**config.mk**
```make
export PLATFORM = sky130hd
export DESIGN_NAME = caf_top
export DESIGN_NICKNAME = d
export VERILOG_FILES = /design/src/hw/caf_pkg.sv /design/src/hw/caf_frame_if.sv /design/src/hw/caf_filter_cmp.sv /design/src/hw/caf_select.sv /design/src/hw/caf_top.sv
export SDC_FILE = /design/constraint.sdc
export NUM_CORES = 2
export LEC_CHECK = 0
export BUFFER_PORTS_ARGS = -buffer_cell sky130_fd_sc_hd__buf_4
export CAP_MARGIN = 5
export CELL_PAD_IN_SITES_DETAIL_PLACEMENT = 0
export CELL_PAD_IN_SITES_GLOBAL_PLACEMENT = 2
export CORE_UTILIZATION = 30
export CTS_CLUSTER_DIAMETER = 150
export DETAILED_ROUTE_END_ITERATION = 10
export PLACE_DENSITY_LB_ADDON = 0.25
export SYNTH_ARGS = -nofsm -noshare
export SYNTH_HDL_FRONTEND = slang
export SYNTH_SLANG_ARGS = --single-unit
```
**constraint.sdc**
```tcl
create_clock -name mclk -period 3 [get_ports mclk]
set_input_delay 0.15 -clock mclk [delete_from_list [all_inputs] [get_ports mclk]]
set_output_delay 0.15 -clock mclk [all_outputs]
set_load 0.005 [all_outputs]
```
**src/hw/caf_pkg.sv**
```systemverilog
// caf_pkg: constants for the receive acceptance filter block.
// assumes 16-bit register words reached over a plain address/strobe port.
package caf_pkg;
  localparam int NUM_FILT = 16;
  localparam int NUM_PAIR = 8;
  localparam int IDX_W    = 4;
  localparam int PTR_W    = 5;
  localparam int SID_W    = 12;
  localparam int EID_W    = 18;
  localparam int DATA_W   = 16;
  localparam int REG_W    = 16;
  localparam int ADDR_W   = 8;
  localparam int GRP_MSB  = 7;
  localparam int GRP_LSB  = 4;
  localparam int IDX_MSB  = 3;

  // register groups, selected by the upper address nibble
  localparam logic [3:0] GRP_CTRL = 4'h0;
  localparam logic [3:0] GRP_IDH  = 4'h1;
  localparam logic [3:0] GRP_IDL  = 4'h2;
  localparam logic [3:0] GRP_MKH  = 4'h3;
  localparam logic [3:0] GRP_MKL  = 4'h4;
  localparam logic [3:0] GRP_MISC = 4'h5;
  localparam logic [ADDR_W-1:0] CTRL_BASE = 8'h00;
  localparam logic [ADDR_W-1:0] IDH_BASE  = 8'h10;
  localparam logic [ADDR_W-1:0] IDL_BASE  = 8'h20;
  localparam logic [ADDR_W-1:0] MKH_BASE  = 8'h30;
  localparam logic [ADDR_W-1:0] MKL_BASE  = 8'h40;
  localparam logic [ADDR_W-1:0] MODE_ADDR = 8'h50;
  localparam logic [ADDR_W-1:0] STAT_ADDR = 8'h51;

  // control word: odd filter in upper byte, even filter in lower byte
  localparam int ODD_EN_BIT  = 15;
  localparam int ODD_PTR_LSB = 8;
  localparam int EVN_EN_BIT  = 7;
  localparam int EVN_PTR_LSB = 0;
  // high word: type bit, sid bit 11, eid 17..5
  localparam int HI_TYPE_BIT  = 14;
  localparam int HI_STD_ID_BIT11_FILTER_BIT = 13;
  localparam int HI_EID_MSB   = 12;
  // low word: eid 4..0 on top, sid 10..0 below
  localparam int LO_EID_MSB = 15;
  localparam int LO_EID_LSB = 11;
  localparam int LO_SID_MSB = 10;
  localparam int MODE_BYTE_BIT = 0;
  // status word layout
  localparam int ST_HIT_BIT  = 15;
  localparam int ST_OBJ_LSB  = 8;

  localparam logic [REG_W-1:0] CTRL_WMASK = 16'h9f9f;
  localparam logic [REG_W-1:0] HI_WMASK   = 16'h7fff;
  localparam logic [REG_W-1:0] LO_WMASK   = 16'hffff;
  localparam logic [REG_W-1:0] MODE_WMASK = 16'h0001;
  localparam logic [REG_W-1:0] RST_WORD   = 16'h0000;
endpackage

```
**src/hw/caf_frame_if.sv**
```systemverilog
// caf_frame_if: received frame fields fanned out to the filter compares.
// assumes the top drives it from the protocol engine inputs, with byte_mode from the mode register.
`timescale 1ns/1ps
`default_nettype none
interface caf_frame_if;
  logic                        ext;
  logic                        byte_mode;
  logic [caf_pkg::SID_W-1:0]   std_id_filter;
  logic [caf_pkg::EID_W-1:0]   ext_id_filter;
  logic [caf_pkg::DATA_W-1:0]  data;
  modport src (output ext, output byte_mode, output std_id_filter, output ext_id_filter, output data);
  modport dst (input ext, input byte_mode, input std_id_filter, input ext_id_filter, input data);
endinterface
`default_nettype wire

```
**src/hw/caf_filter_cmp.sv**
```systemverilog
// caf_filter_cmp: one filter/mask compare against the frame on the interface.
// assumes filter and mask words are already masked to their writable bits.
`timescale 1ns/1ps
`default_nettype none
module caf_filter_cmp (
  caf_frame_if.dst                   frm,
  input  wire logic                  enable,
  input  wire logic [15:0]           fil_hi,
  input  wire logic [15:0]           fil_lo,
  input  wire logic [15:0]           msk_hi,
  input  wire logic [15:0]           msk_lo,
  output logic                       hit
);
  logic [caf_pkg::SID_W-1:0]  f_sid;
  logic [caf_pkg::SID_W-1:0]  m_sid;
  logic [caf_pkg::EID_W-1:0]  f_eid;
  logic [caf_pkg::EID_W-1:0]  m_eid;
  logic                       sid_ok;
  logic                       eid_ok;
  logic                       type_ok;

  assign f_sid = {fil_hi[caf_pkg::HI_STD_ID_BIT11_FILTER_BIT], fil_lo[caf_pkg::LO_SID_MSB:0]};
  assign m_sid = {msk_hi[caf_pkg::HI_STD_ID_BIT11_FILTER_BIT], msk_lo[caf_pkg::LO_SID_MSB:0]};
  assign f_eid = {fil_hi[caf_pkg::HI_EID_MSB:0],
                  fil_lo[caf_pkg::LO_EID_MSB:caf_pkg::LO_EID_LSB]};
  assign m_eid = {msk_hi[caf_pkg::HI_EID_MSB:0],
                  msk_lo[caf_pkg::LO_EID_MSB:caf_pkg::LO_EID_LSB]};

  // mask bit 0 makes the identifier bit a don't-care
  assign sid_ok = ((f_sid ^ frm.std_id_filter) & m_sid) == '0;

  always_comb begin
    if (frm.byte_mode) begin
      // eid field bits 15..0 stand against data bytes 0 and 1
      eid_ok = ((f_eid[caf_pkg::DATA_W-1:0] ^ frm.data)
                & m_eid[caf_pkg::DATA_W-1:0]) == '0;
    end else if (frm.ext) begin
      eid_ok = ((f_eid ^ frm.ext_id_filter) & m_eid) == '0;
    end else begin
      eid_ok = 1'b1;
    end
  end

  // type bit clear accepts either format
  assign type_ok = !msk_hi[caf_pkg::HI_TYPE_BIT]
                   || (fil_hi[caf_pkg::HI_TYPE_BIT] == frm.ext);

  assign hit = enable && sid_ok && eid_ok && type_ok;
endmodule // caf_filter_cmp
`default_nettype wire

```
**src/hw/caf_select.sv**
```systemverilog
// caf_select: picks the lowest-numbered hitting filter and registers the result.
// assumes hit and pointer vectors are valid in the frame-valid cycle.
`timescale 1ns/1ps
`default_nettype none
module caf_select (
  input  wire logic                                      mclk,
  input  wire logic                                      rst_n,
  input  wire logic                                      frame_valid,
  input  wire logic [caf_pkg::NUM_FILT-1:0]              hits,
  input  wire logic [caf_pkg::NUM_FILT-1:0][caf_pkg::PTR_W-1:0] ptrs,
  output logic                                           acc_valid,
  output logic                                           acc_hit,
  output logic [caf_pkg::IDX_W-1:0]                      acc_filter,
  output logic [caf_pkg::PTR_W-1:0]                      acc_object
);
  logic [caf_pkg::IDX_W-1:0] next_filter;

  // walk down so the lowest index wins
  always_comb begin
    next_filter = '0;
    for (int i = caf_pkg::NUM_FILT - 1; i >= 0; i--) begin
      if (hits[i]) begin
        next_filter = i[caf_pkg::IDX_W-1:0];
      end
    end
  end

  always_ff @(posedge mclk or negedge rst_n) begin
    if (!rst_n) begin
      acc_valid  <= 1'b0;
      acc_hit    <= 1'b0;
      acc_filter <= '0;
      acc_object <= '0;
    end else begin
      acc_valid <= frame_valid;
      acc_hit   <= frame_valid && (hits != '0);
      if (frame_valid && (hits != '0)) begin
        acc_filter <= next_filter;
        acc_object <= ptrs[next_filter];
      end
    end
  end
endmodule // caf_select
`default_nettype wire

```
**src/hw/caf_top.sv**
```systemverilog
// caf_top: sixteen-entry receive acceptance filter with register port.
// assumes frame fields from the protocol engine are synchronous to mclk.
// Notes on behaviour
// - sixteen filters, each with id and mask
// - per-filter enable; cleared filter never accepts
// - hit routes message to pointer-selected object
// - pair control word layout, unused bits zero
// - filter high word: type, std_id_bit11_filter, eid17-5
// - filter low word: eid4-0, sid10-0
// - type bit set: extended flag picks format
// - type bit set: format must equal flag
// - type bit clear: both formats accepted
// - sid must match; extended also eid
// - mask high word: type, std_id_bit11_filter, eid17-5
// - mask low word: eid4-0, sid10-0
// - byte mode: eid filter compares data bytes
// - byte mode: eid mask covers data bytes
//
// The placing of the registers and the strobed register port were left to the implementer.
`timescale 1ns/1ps
`default_nettype none
module caf_top (
  input  wire logic                          mclk,
  input  wire logic                          rst_n,
  input  wire logic [caf_pkg::ADDR_W-1:0]    reg_addr,
  input  wire logic [caf_pkg::REG_W-1:0]     reg_wdata,
  input  wire logic                          reg_wr,
  input  wire logic                          reg_rd,
  output logic      [caf_pkg::REG_W-1:0]     reg_rdata,
  input  wire logic                          rx_valid,
  input  wire logic                          rx_ext,
  input  wire logic [caf_pkg::SID_W-1:0]     rx_sid,
  input  wire logic [caf_pkg::EID_W-1:0]     rx_eid,
  input  wire logic [caf_pkg::DATA_W-1:0]    rx_data,
  output logic                               acc_valid,
  output logic                               acc_hit,
  output logic      [caf_pkg::IDX_W-1:0]     acc_filter,
  output logic      [caf_pkg::PTR_W-1:0]     acc_object
);
  logic [caf_pkg::REG_W-1:0] ctrl_pair [caf_pkg::NUM_PAIR];
  logic [caf_pkg::REG_W-1:0] filter_id_high [caf_pkg::NUM_FILT];
  logic [caf_pkg::REG_W-1:0] filter_id_low [caf_pkg::NUM_FILT];
  logic [caf_pkg::REG_W-1:0] filter_mask_high [caf_pkg::NUM_FILT];
  logic [caf_pkg::REG_W-1:0] filter_mask_low [caf_pkg::NUM_FILT];
  logic [caf_pkg::REG_W-1:0] mode;
  logic [caf_pkg::REG_W-1:0] next_rdata;

  logic [caf_pkg::NUM_FILT-1:0]                        filt_en;
  logic [caf_pkg::NUM_FILT-1:0][caf_pkg::PTR_W-1:0]    filt_ptr;
  logic [caf_pkg::NUM_FILT-1:0]                        hits;
  logic [3:0]                                          grp;
  logic [caf_pkg::IDX_MSB:0]                           idx;
  logic [caf_pkg::IDX_MSB-1:0]                         pidx;

  caf_frame_if frm ();

  assign grp  = reg_addr[caf_pkg::GRP_MSB:caf_pkg::GRP_LSB];
  assign idx  = reg_addr[caf_pkg::IDX_MSB:0];
  assign pidx = reg_addr[caf_pkg::IDX_MSB-1:0];

  assign frm.ext       = rx_ext;
  assign frm.byte_mode = mode[caf_pkg::MODE_BYTE_BIT];
  assign frm.std_id_filter       = rx_sid;
  assign frm.ext_id_filter       = rx_eid;
  assign frm.data      = rx_data;

  // control pair words; unused bits never stored so they read zero
  always_ff @(posedge mclk or negedge rst_n) begin
    if (!rst_n) begin
      for (int k = 0; k < caf_pkg::NUM_PAIR; k++) begin
        ctrl_pair[k] <= caf_pkg::RST_WORD;
      end
    end else if (reg_wr && grp == caf_pkg::GRP_CTRL && !reg_addr[caf_pkg::IDX_MSB]) begin
      ctrl_pair[pidx] <= reg_wdata & caf_pkg::CTRL_WMASK;
    end
  end

  // filter id words
  always_ff @(posedge mclk or negedge rst_n) begin
    if (!rst_n) begin
      for (int k = 0; k < caf_pkg::NUM_FILT; k++) begin
        filter_id_high[k] <= caf_pkg::RST_WORD;
        filter_id_low[k]  <= caf_pkg::RST_WORD;
      end
    end else if (reg_wr && grp == caf_pkg::GRP_IDH) begin
      filter_id_high[idx] <= reg_wdata & caf_pkg::HI_WMASK;
    end else if (reg_wr && grp == caf_pkg::GRP_IDL) begin
      filter_id_low[idx] <= reg_wdata & caf_pkg::LO_WMASK;
    end
  end

  // mask words
  always_ff @(posedge mclk or negedge rst_n) begin
    if (!rst_n) begin
      for (int k = 0; k < caf_pkg::NUM_FILT; k++) begin
        filter_mask_high[k] <= caf_pkg::RST_WORD;
        filter_mask_low[k]  <= caf_pkg::RST_WORD;
      end
    end else if (reg_wr && grp == caf_pkg::GRP_MKH) begin
      filter_mask_high[idx] <= reg_wdata & caf_pkg::HI_WMASK;
    end else if (reg_wr && grp == caf_pkg::GRP_MKL) begin
      filter_mask_low[idx] <= reg_wdata & caf_pkg::LO_WMASK;
    end
  end

  always_ff @(posedge mclk or negedge rst_n) begin
    if (!rst_n) begin
      mode <= caf_pkg::RST_WORD;
    end else if (reg_wr && reg_addr == caf_pkg::MODE_ADDR) begin
      mode <= reg_wdata & caf_pkg::MODE_WMASK;
    end
  end

  // read mux; status holds object and filter of the last accepted frame, hit bit only in the cycle after a frame
  always_comb begin
    next_rdata = '0;
    case (grp)
      caf_pkg::GRP_CTRL: begin
        if (!reg_addr[caf_pkg::IDX_MSB]) begin
          next_rdata = ctrl_pair[pidx];
        end
      end
      caf_pkg::GRP_IDH: next_rdata = filter_id_high[idx];
      caf_pkg::GRP_IDL: next_rdata = filter_id_low[idx];
      caf_pkg::GRP_MKH: next_rdata = filter_mask_high[idx];
      caf_pkg::GRP_MKL: next_rdata = filter_mask_low[idx];
      caf_pkg::GRP_MISC: begin
        if (reg_addr == caf_pkg::MODE_ADDR) begin
          next_rdata = mode;
        end else if (reg_addr == caf_pkg::STAT_ADDR) begin
          next_rdata[caf_pkg::ST_HIT_BIT] = acc_hit;
          next_rdata[caf_pkg::ST_OBJ_LSB +: caf_pkg::PTR_W] = acc_object;
          next_rdata[caf_pkg::IDX_W-1:0] = acc_filter;
        end
      end
      default: next_rdata = '0;
    endcase
  end

  // data stands only in the cycle after the read strobe
  always_ff @(posedge mclk or negedge rst_n) begin
    if (!rst_n) begin
      reg_rdata <= '0;
    end else begin
      reg_rdata <= reg_rd ? next_rdata : '0;
    end
  end

  genvar gi;
  generate
    for (gi = 0; gi < caf_pkg::NUM_FILT; gi++) begin : g_filt
      if (gi % 2 == 1) begin : g_odd
        assign filt_en[gi]  = ctrl_pair[gi/2][caf_pkg::ODD_EN_BIT];
        assign filt_ptr[gi] = ctrl_pair[gi/2][caf_pkg::ODD_PTR_LSB +: caf_pkg::PTR_W];
      end else begin : g_even
        assign filt_en[gi]  = ctrl_pair[gi/2][caf_pkg::EVN_EN_BIT];
        assign filt_ptr[gi] = ctrl_pair[gi/2][caf_pkg::EVN_PTR_LSB +: caf_pkg::PTR_W];
      end
      caf_filter_cmp u_cmp (
        .frm    (frm.dst),
        .enable (filt_en[gi]),
        .fil_hi (filter_id_high[gi]),
        .fil_lo (filter_id_low[gi]),
        .msk_hi (filter_mask_high[gi]),
        .msk_lo (filter_mask_low[gi]),
        .hit    (hits[gi])
      );
    end
  endgenerate

  // pointer passes through unchecked; reserved codes and object zero are software's to avoid
  caf_select u_sel (
    .mclk        (mclk),
    .rst_n       (rst_n),
    .frame_valid (rx_valid),
    .hits        (hits),
    .ptrs        (filt_ptr),
    .acc_valid   (acc_valid),
    .acc_hit     (acc_hit),
    .acc_filter  (acc_filter),
    .acc_object  (acc_object)
  );

  // helper view of filter 0 for checking
  logic [caf_pkg::SID_W-1:0] f0_sid;
  logic [caf_pkg::SID_W-1:0] m0_sid;
  logic [caf_pkg::EID_W-1:0] f0_eid;
  logic [caf_pkg::EID_W-1:0] m0_eid;
  assign f0_sid = {filter_id_high[0][caf_pkg::HI_STD_ID_BIT11_FILTER_BIT],
                   filter_id_low[0][caf_pkg::LO_SID_MSB:0]};
  assign m0_sid = {filter_mask_high[0][caf_pkg::HI_STD_ID_BIT11_FILTER_BIT],
                   filter_mask_low[0][caf_pkg::LO_SID_MSB:0]};
  assign f0_eid = {filter_id_high[0][caf_pkg::HI_EID_MSB:0],
                   filter_id_low[0][caf_pkg::LO_EID_MSB:caf_pkg::LO_EID_LSB]};
  assign m0_eid = {filter_mask_high[0][caf_pkg::HI_EID_MSB:0],
                   filter_mask_low[0][caf_pkg::LO_EID_MSB:caf_pkg::LO_EID_LSB]};

  a_disabled_no_hit: assert property (
    @(posedge mclk) disable iff (!rst_n)
    (rx_valid && filt_en == '0) |=> (acc_valid && !acc_hit))
    else $error("hit reported with every filter disabled");

  a_hit_object_route: assert property (
    @(posedge mclk) disable iff (!rst_n)
    (rx_valid && hits[0]) |=> (acc_hit && acc_filter == '0
                               && acc_object == $past(filt_ptr[0])))
    else $error("filter 0 hit not routed to its object");

  a_ctrl_unused_zero: assert property (
    @(posedge mclk) disable iff (!rst_n)
    (reg_rd && grp == caf_pkg::GRP_CTRL) |=> ((reg_rdata & ~caf_pkg::CTRL_WMASK) == '0))
    else $error("control word unused bits not zero");

  a_high_bit15_zero: assert property (
    @(posedge mclk) disable iff (!rst_n)
    (reg_rd && (grp == caf_pkg::GRP_IDH || grp == caf_pkg::GRP_MKH))
      |=> ((reg_rdata & ~caf_pkg::HI_WMASK) == '0))
    else $error("high word bit 15 not zero");

  a_low_readback: assert property (
    @(posedge mclk) disable iff (!rst_n)
    (reg_wr && reg_addr == caf_pkg::IDL_BASE) ##1 (reg_rd && reg_addr == caf_pkg::IDL_BASE)
      |=> (reg_rdata == $past(reg_wdata, 2)))
    else $error("filter low word readback mismatch");

  a_type_gate: assert property (
    @(posedge mclk) disable iff (!rst_n)
    (hits[0] && filter_mask_high[0][caf_pkg::HI_TYPE_BIT])
      |-> (filter_id_high[0][caf_pkg::HI_TYPE_BIT] == rx_ext))
    else $error("frame format accepted against type selection");

  a_sid_masked_match: assert property (
    @(posedge mclk) disable iff (!rst_n)
    hits[0] |-> (((f0_sid ^ rx_sid) & m0_sid) == '0))
    else $error("hit with masked sid mismatch");

  a_byte_mode_data: assert property (
    @(posedge mclk) disable iff (!rst_n)
    (hits[0] && mode[caf_pkg::MODE_BYTE_BIT])
      |-> (((f0_eid[caf_pkg::DATA_W-1:0] ^ rx_data) & m0_eid[caf_pkg::DATA_W-1:0]) == '0))
    else $error("byte mode hit with data mismatch");

  a_ext_eid_match: assert property (
    @(posedge mclk) disable iff (!rst_n)
    (hits[0] && rx_ext && !mode[caf_pkg::MODE_BYTE_BIT])
      |-> (((f0_eid ^ rx_eid) & m0_eid) == '0))
    else $error("extended hit with eid mismatch");

  c_std_accept: cover property (@(posedge mclk) disable iff (!rst_n)
    rx_valid && !rx_ext && hits != '0);
  c_ext_accept: cover property (@(posedge mclk) disable iff (!rst_n)
    rx_valid && rx_ext && hits != '0);
  c_multi_hit: cover property (@(posedge mclk) disable iff (!rst_n)
    rx_valid && hits[0] && hits[1]);
  c_byte_mode: cover property (@(posedge mclk) disable iff (!rst_n)
    rx_valid && mode[caf_pkg::MODE_BYTE_BIT] && hits != '0);
endmodule // caf_top
`default_nettype wire

```
# Yosys cells after proc, flatten, opt, wreduce, memory -nomap -nowiden
# Index checks and enable logic that the tools add are counted.
[word_totals]
ff_bits = 1180
inputBits = 76
out_inout_bits = 27
[classes]
n_lt_le_gt_ge = 5
eq_ne = 23
mux = 83
n_bitwise = 100
n_reduce_logical = 143
[op_table]
columns = ["operator", "n"]
rows = [
  ["$bwmux W256", 4],
  ["$and A18 B18 Y18", 16],
  ["$logic_not A18 Y1", 16],
  ["$xor A18 B18 Y18", 16],
  ["$and A16 B16 Y16", 16],
  ["$bmux W16 S4", 4],
  ["$logic_not A16 Y1", 16],
  ["$xor A16 B16 Y16", 16],
  ["$mux W16", 14],
  ["$and A12 B12 Y12", 16],
  ["$logic_not A12 Y1", 16],
  ["$xor A12 B12 Y12", 16],
  ["$bwmux W128", 1],
  ["$pmux W16 S6", 1],
  ["$mux W4", 18],
  ["$demux W16 S4", 1],
  ["$logic_and A1 B1 Y1", 58],
  ["$bmux W16 S3", 1],
  ["$demux W16 S3", 1],
  ["$mux W1", 34],
  ["$bmux W5 S4", 1],
  ["$logic_not A1 Y1", 17],
  ["$eq A1 B1 Y1", 16],
  ["$eq A8 B7 Y1 const B", 2],
  ["other kinds (16)", 37],
]

# Depth between registers and ports, before layout
[depth]
word_depth = 25
mapped_depth = 15
ltp_nobuf = 11

# By module
# Synthesis repeated with hierarchy kept, for this count alone.
[unflattened]
cells_unflattened = 4677
hier_area_um2 = 62449.9
[modules_own_cells]
columns = ["mod", "n_inst", "cells_per_inst", "area_per_inst_um2", "seq_area_each_um2"]
rows = [
  ["caf_top", 1, 3203, 50460.9, 27651.5],
  ["caf_filter_cmp", 16, 83, 664.4, 0.0],
  ["caf_select", 1, 146, 1358.8, 275.3],
]

# Worst setup path before layout
# No wires, ideal clock.
[synth_timing]
path_type = "reg-to-reg"
startpoint = "register filter_id_high[24] in the netlist's numbering"
endpoint = "register u_sel.acc_object[2] in the netlist's numbering"
setup_time_ns = 0.133
t_arrival_ns = 3.014
path_slack_ns = -0.148
path_stages_with_launch = 14
synth_period_minus_slack_ns = 3.148
cell_sequence = "dfrtp_1 xor2_1 a22o_1 a221oi_2 nand4_1 a2111oi_4 o211ai_2 a211o_1 buf_2 o21ai_4 buf_4 mux2_2 o211ai_1 nand3_1"
[synth_via]
elab_chain_len = 24
word_cells_on_any_way = 29
classes_between = "mux: 19; bitwise: 4; reduce/logical: 6"
[synth_rtl]
columns = ["item", "line", "text"]
rows = [
  ["start, declared", "caf_top.sv:41", "logic [caf_pkg::REG_W-1:0] filter_id_high [caf_pkg::NUM_FILT];"],
  ["start signal, assigned by index", "caf_top.sv:82", "filter_id_high[k] <= caf_pkg::RST_WORD;"],
  ["start signal, assigned by index", "caf_top.sv:86", "filter_id_high[idx] <= reg_wdata & caf_pkg::HI_WMASK;"],
  ["$xor A18 B18 Y18", "caf_filter_cmp.sv:38", "eid_ok = ((f_eid ^ frm.ext_id_filter) & m_eid) == '0;"],
  ["$and A18 B18 Y18", "caf_filter_cmp.sv:38", ""],
  ["$logic_not A18 Y1", "caf_filter_cmp.sv:38", ""],
  ["$mux W1", "caf_filter_cmp.sv:37", "end else if (frm.ext) begin"],
  ["$mux W1 (*)", "caf_filter_cmp.sv:33", "if (frm.byte_mode) begin"],
  ["$logic_and A1 B1 Y1 (*) (2 in a row)", "caf_filter_cmp.sv:48", "assign hit = enable && sid_ok && eid_ok && type_ok;"],
  ["$mux W4 (15 in a row)", "caf_select.sv:22", "if (hits[i]) begin"],
  ["$bmux W5 S4", "caf_select.sv:39", "acc_object <= ptrs[next_filter];"],
  ["$mux W5 (not written as such)", "caf_select.sv:39", ""],
  ["end signal, assigned", "caf_select.sv:39", ""],
  ["end, declared", "caf_select.sv:14", "output logic [caf_pkg::PTR_W-1:0] acc_object"],
]
# Mark *: on every way between the ends. The rest lies on a longest branch, timed or not. The select of a mux whose other input is x is not followed.
# A chain may end at the register's enable or synchronous reset.

# Final worst setup path
[layout_timing]
startpoint = "register filter_id_high[27] in the netlist's numbering"
endpoint = "register u_sel.acc_object[4] in the netlist's numbering"
[layout_via]
elab_chain_len = 24
word_cells_on_any_way = 26
classes_between = "mux: 19; bitwise: 2; reduce/logical: 5"
[layout_rtl]
columns = ["item", "line"]
rows = [
  ["$xor A18 B18 Y18 (*)", "caf_filter_cmp.sv:38"],
  ["$and A18 B18 Y18 (*)", "caf_filter_cmp.sv:38"],
  ["$logic_not A18 Y1 (*)", "caf_filter_cmp.sv:38"],
  ["$mux W1 (*)", "caf_filter_cmp.sv:37"],
  ["$mux W1 (*)", "caf_filter_cmp.sv:33"],
  ["$logic_and A1 B1 Y1 (*) (2 in a row)", "caf_filter_cmp.sv:48"],
  ["$mux W4 (15 in a row)", "caf_select.sv:22"],
  ["$bmux W5 S4", "caf_select.sv:39"],
  ["$mux W5 (not written as such)", "caf_select.sv:39"],
]
# Marked as above.

==> results.md <==
- The worst path in the final design needs a cycle of 4.01 ns, including I/O delays and setup.
- Summing every instance area after synthesis gives 62,500 sq um.
- The number of buffers added by the clock tree synthesis step is 141.
- Leaving out fill and tap cells, the most frequent cell in the layout is sky130_fd_sc_hd__buf_4.
- The clock reaches the later pin of the worst-skew pair after 0.79 ns.
- Across every metal layer, demand over resource in global routing totals 27.8%.
- The share of the cycle needed by the critical path after routing is 134%.
- The global-route wire length before repair is 407,000 um.
- Data on the critical path arrives at its endpoint at 4.66 ns.
- Between clock sinks in the finished design, the worst skew comes to 0.0217 ns.
- The leakage power summed over all cells is 40.1 nW.
- Once layout is done, the placed cells without fillers occupy 81,400 sq um.
- The minimum setup slack in the final design is -1.01 ns.
- In this run the remaining antenna-violating nets after routing total 0.
- The run finished, with violations left.
- In this run the cell area measured after placement is 76,200 sq um.
- After synthesis the netlist holds a flip-flop and latch count of 1,116.
- The final reports fail on negative setup slack.
- The core occupancy in the finished layout is 39.3%.
- The synthesized net count is 4,711.
- The cell count after synthesis came out at 4,635.
- The number of global-route vias before repair is 48,924.
- In this run the clock root is driven by a sky130_fd_sc_hd__clkbuf_16.
- The number of flops mapped to enable cells by yosys is 0.
- Counting along the longest clock path gives a buffer depth of 3.
- The sum of negative setup slack is -7.48 ns.
- The mean cell area of the mapped netlist is 13.5 sq um.
- The tightest min-delay check is of the input pin to flip-flop type.
- The number of design rule violations left after detail routing is 0.
- Of all nets on the critical path, the largest fanout is 6.
- In the final routed layout, each cell accounts on average for 33.4 um.
- The die height is 459 um.
- The count of yosys warnings during synthesis is 0.
- For this run, the leading register cell type out of synthesis is sky130_fd_sc_hd__dfrtp_1.
- The pin count of the biggest net entering global routing is 110.
- At the pin with the least slew margin, the transition time is 1.17 ns.
- The share of post-route cells with drive strength above 1 is 53.7%.
- The number of port buffers is 102.
- The capturing element type of the critical path is a flip-flop.
- The multi-input combinational cell area is 33,000 sq um.
- The number of antenna violations at the first check in global routing is 27.
- The final layout contains routed wiring with a total length of 294,000 um.
- The total area inside the core boundary comes to 207,000 sq um.
- The top achievable clock speed is 250 MHz.
- In the layout the commonest cells are sky130_fd_sc_hd__buf_4, sky130_fd_sc_hd__dfrtp_1, sky130_fd_sc_hd__mux2_2.
- The number of vias per cell is 5.39.
- After the last flow step, the layout net total stands at 5,959.
- The first TritonRoute pass finished after 5 iterations.
- The reported max-cap violation count is 0.
- IR analysis of the VDD net gives a maximum drop of 0.000604 V.
- The post-placement cell count is 8,504.
- In this run the power density over the cells is 515 nW/um^2.
- The congestion estimate from routability-driven global placement came to 0.986.
- The detailed router finished its first iteration with 4,426 violations.
- The die is 459 um wide.
- The count of filler cells inserted in the layout is 19,897.
- The number of placement rows is 167.
- After legalization and detailed placement, the total HPWL measured 223,000 um.
- Summed over all instances, the cell type with the most area after synthesis is sky130_fd_sc_hd__dfrtp_1.
- Headroom to the max-slew limit came out at 22.3%.
- In this run the number of H-tree levels came out at 4.
- At the worst endpoint, the required time is 3.65 ns.
- The number of hold-slack violations in the final timing report is 0.
- Setup violations remaining at the end of the flow were counted as 10.
- By area the synthesized netlist is led by sky130_fd_sc_hd__dfrtp_1, sky130_fd_sc_hd__mux2_2, sky130_fd_sc_hd__mux4_2.
- Counting every sink on the clock net gives 1,116.
- The TritonCTS clock tree is built.
- Counting flops with an async set or reset pin after synthesis yields a share of 100%.
- In this run, distinct cell masters in the synthesized netlist total 66.
- The initial utilization of the core area, before any placement, comes to 30.2%.
- Setup repair after global routing could not meet its margin everywhere.
- The overflow left after global routing is 0.
- The area enclosed by the die boundary is 210,000 sq um.
- The sequential cell area is 27,900 sq um.
- Relative to the synthesized area, the layout overhead comes to 30.1%.
- The critical path is of the flip-flop to flip-flop type.
- The clock-pin slew on the worst setup and hold paths is 0.06 ns.
- The final count of pins violating max slew is 0.
- The number of vias in the routed layout is 47,323.
- The worst setup path is launched from a flip-flop.
- The fraction of synthesized cell area taken by the top area cell type is 44.6%.
- In this run the count of I/O pins placed on the die edge is 103.
- Of the synthesized area, sequential elements account for 44.6%.
- The count of cells in the finished layout, fillers not included, comes to 8,787.
[Yosys cell counts, types with 8 or more instances]
cell                       instances
sky130_fd_sc_hd__a221oi_1         24
sky130_fd_sc_hd__o41ai_1           9
sky130_fd_sc_hd__mux2i_1          12
sky130_fd_sc_hd__and3_1           13
sky130_fd_sc_hd__buf_4            32
sky130_fd_sc_hd__nand4_1          76
sky130_fd_sc_hd__dfrtp_1        1116
sky130_fd_sc_hd__buf_1            54
sky130_fd_sc_hd__nand2_1         141
sky130_fd_sc_hd__nor3_1           11
sky130_fd_sc_hd__clkbuf_1        240
sky130_fd_sc_hd__o211ai_1         45
sky130_fd_sc_hd__inv_1            14
sky130_fd_sc_hd__a211o_1           9
sky130_fd_sc_hd__nand3_1          23
sky130_fd_sc_hd__a21oi_1          18
sky130_fd_sc_hd__and2_1            9
sky130_fd_sc_hd__nor2_1           41
sky130_fd_sc_hd__mux2_2         1100
sky130_fd_sc_hd__xor2_1          752
sky130_fd_sc_hd__mux4_2          334
sky130_fd_sc_hd__nor2b_1           8
sky130_fd_sc_hd__a22o_1           23
sky130_fd_sc_hd__o21ai_0          11
sky130_fd_sc_hd__a31oi_1          11
sky130_fd_sc_hd__buf_6            15
sky130_fd_sc_hd__buf_2            63
sky130_fd_sc_hd__a22oi_1         349
[cell families (layout without fill, tap and decap cells)]
logic type	after synthesis	after routing	synth area share, %
other cells	0	7	0
flops	1116	1116	44.6
mux	1449	1449	32.1
compound gates	556	556	7.05
simple gates	344	344	2.69
xor+xnor	752	752	10.5
buf+inv	418	1775	3.01
[stage by stage]
step	setup slack (ns)	power, mW	hold WS (ns)
4_1_cts	-1.11	42.1	0.0429
2_1_floorplan	-0.0585	19.9	-0.146
3_5_place_dp	-1.72	24.4	0.147
5_1_grt	-1.06	43.1	0.0819
6_report	-1.01	41.9	0.0906
3_3_place_gp	-1.78	24.3	0.139
[report_power, final]
part           internal, mW  total [mW]  switching (mW)
clock network          10.3        17.5            7.12
registers              15.8        16.7           0.860
logic                  3.53        7.75            4.22
total                  29.7        41.9            12.2
[critical path, stage by stage (launching register included)]
cell,delay [ns]
sky130_fd_sc_hd__dfrtp_1,0.39
sky130_fd_sc_hd__xor2_1,0.15
sky130_fd_sc_hd__a22o_1,0.27
sky130_fd_sc_hd__a221oi_4,0.34
sky130_fd_sc_hd__nand4_1,0.29
sky130_fd_sc_hd__a2111oi_4,0.50
sky130_fd_sc_hd__o211ai_4,0.18
sky130_fd_sc_hd__a211o_4,0.41
sky130_fd_sc_hd__o21ai_4,0.34
sky130_fd_sc_hd__buf_8,0.18
sky130_fd_sc_hd__buf_12,0.12
sky130_fd_sc_hd__mux2_4,0.29
sky130_fd_sc_hd__o211ai_1,0.25
sky130_fd_sc_hd__nand4_1,0.12
[flip-flops by register name, indices dropped and copies added, names as in the netlist]
| register | flops |
|---|---|
| filter_mask_low | 256 |
| u_sel.acc_filter | 4 |
| filter_id_low | 240 |
| filter_mask_high | 240 |
| mode | 1 |
| f0_eid | 18 |
| reg_rdata | 16 |
| ctrl_pair | 96 |
| u_sel.acc_object | 5 |
| u_sel.acc_hit | 1 |
| filter_id_high | 226 |
| f0_sid | 12 |
| u_sel.acc_valid | 1 |
[area by class of cell]
type | instances | share of cell area, %
clock inverter | 34 | 0.411
tap | 2788 | 4.29
multi-input combinational | 3101 | 40.6
sequential | 1116 | 34.3
timing repair buffer | 1509 | 15.0
clock buffer | 218 | 5.33
antenna | 7 | 0.0215
inverter | 14 | 0.0646
[worst paths after layout]
path	from	end	slack [ns]	cells after the start
setup / recovery	filter_id_high[27]	u_sel.acc_object[4]	-1.01	13
hold / removal	rx_valid	u_sel.acc_valid	0.09	2
setup reg to reg	filter_id_high[27]	u_sel.acc_object[4]	-1.01	13
hold reg to reg	filter_mask_low[73]	filter_mask_low[73]	0.53	1
max in group asynchronous	rst_n	filter_mask_high[157]	1.48	4
min in group asynchronous	rst_n	filter_mask_low[63]	0.50	3
[metal layers]
metal | GRT usage, % | vias up | wire [um]
met5 | 0 | - | 34
met2 | 43.7 | 1598 | 134000
met1 | 38.1 | 25416 | 129000
met4 | 10.9 | 4 | 12800
li1 | - | 19911 | -
met3 | 4.52 | 394 | 17400
[what timing repair did]
action / CTS / global route
buffers inserted: 12 / 5
endpoints found under the hold margin: 859 / 0
endpoints found under the setup margin: 10 / 10
resized for setup: 30 / 28
pin swaps: 16 / 13
gates cloned: 0 / 0
hold buffers: 10 / 0
No activity file was read; power rests on OpenSTA's default activity.
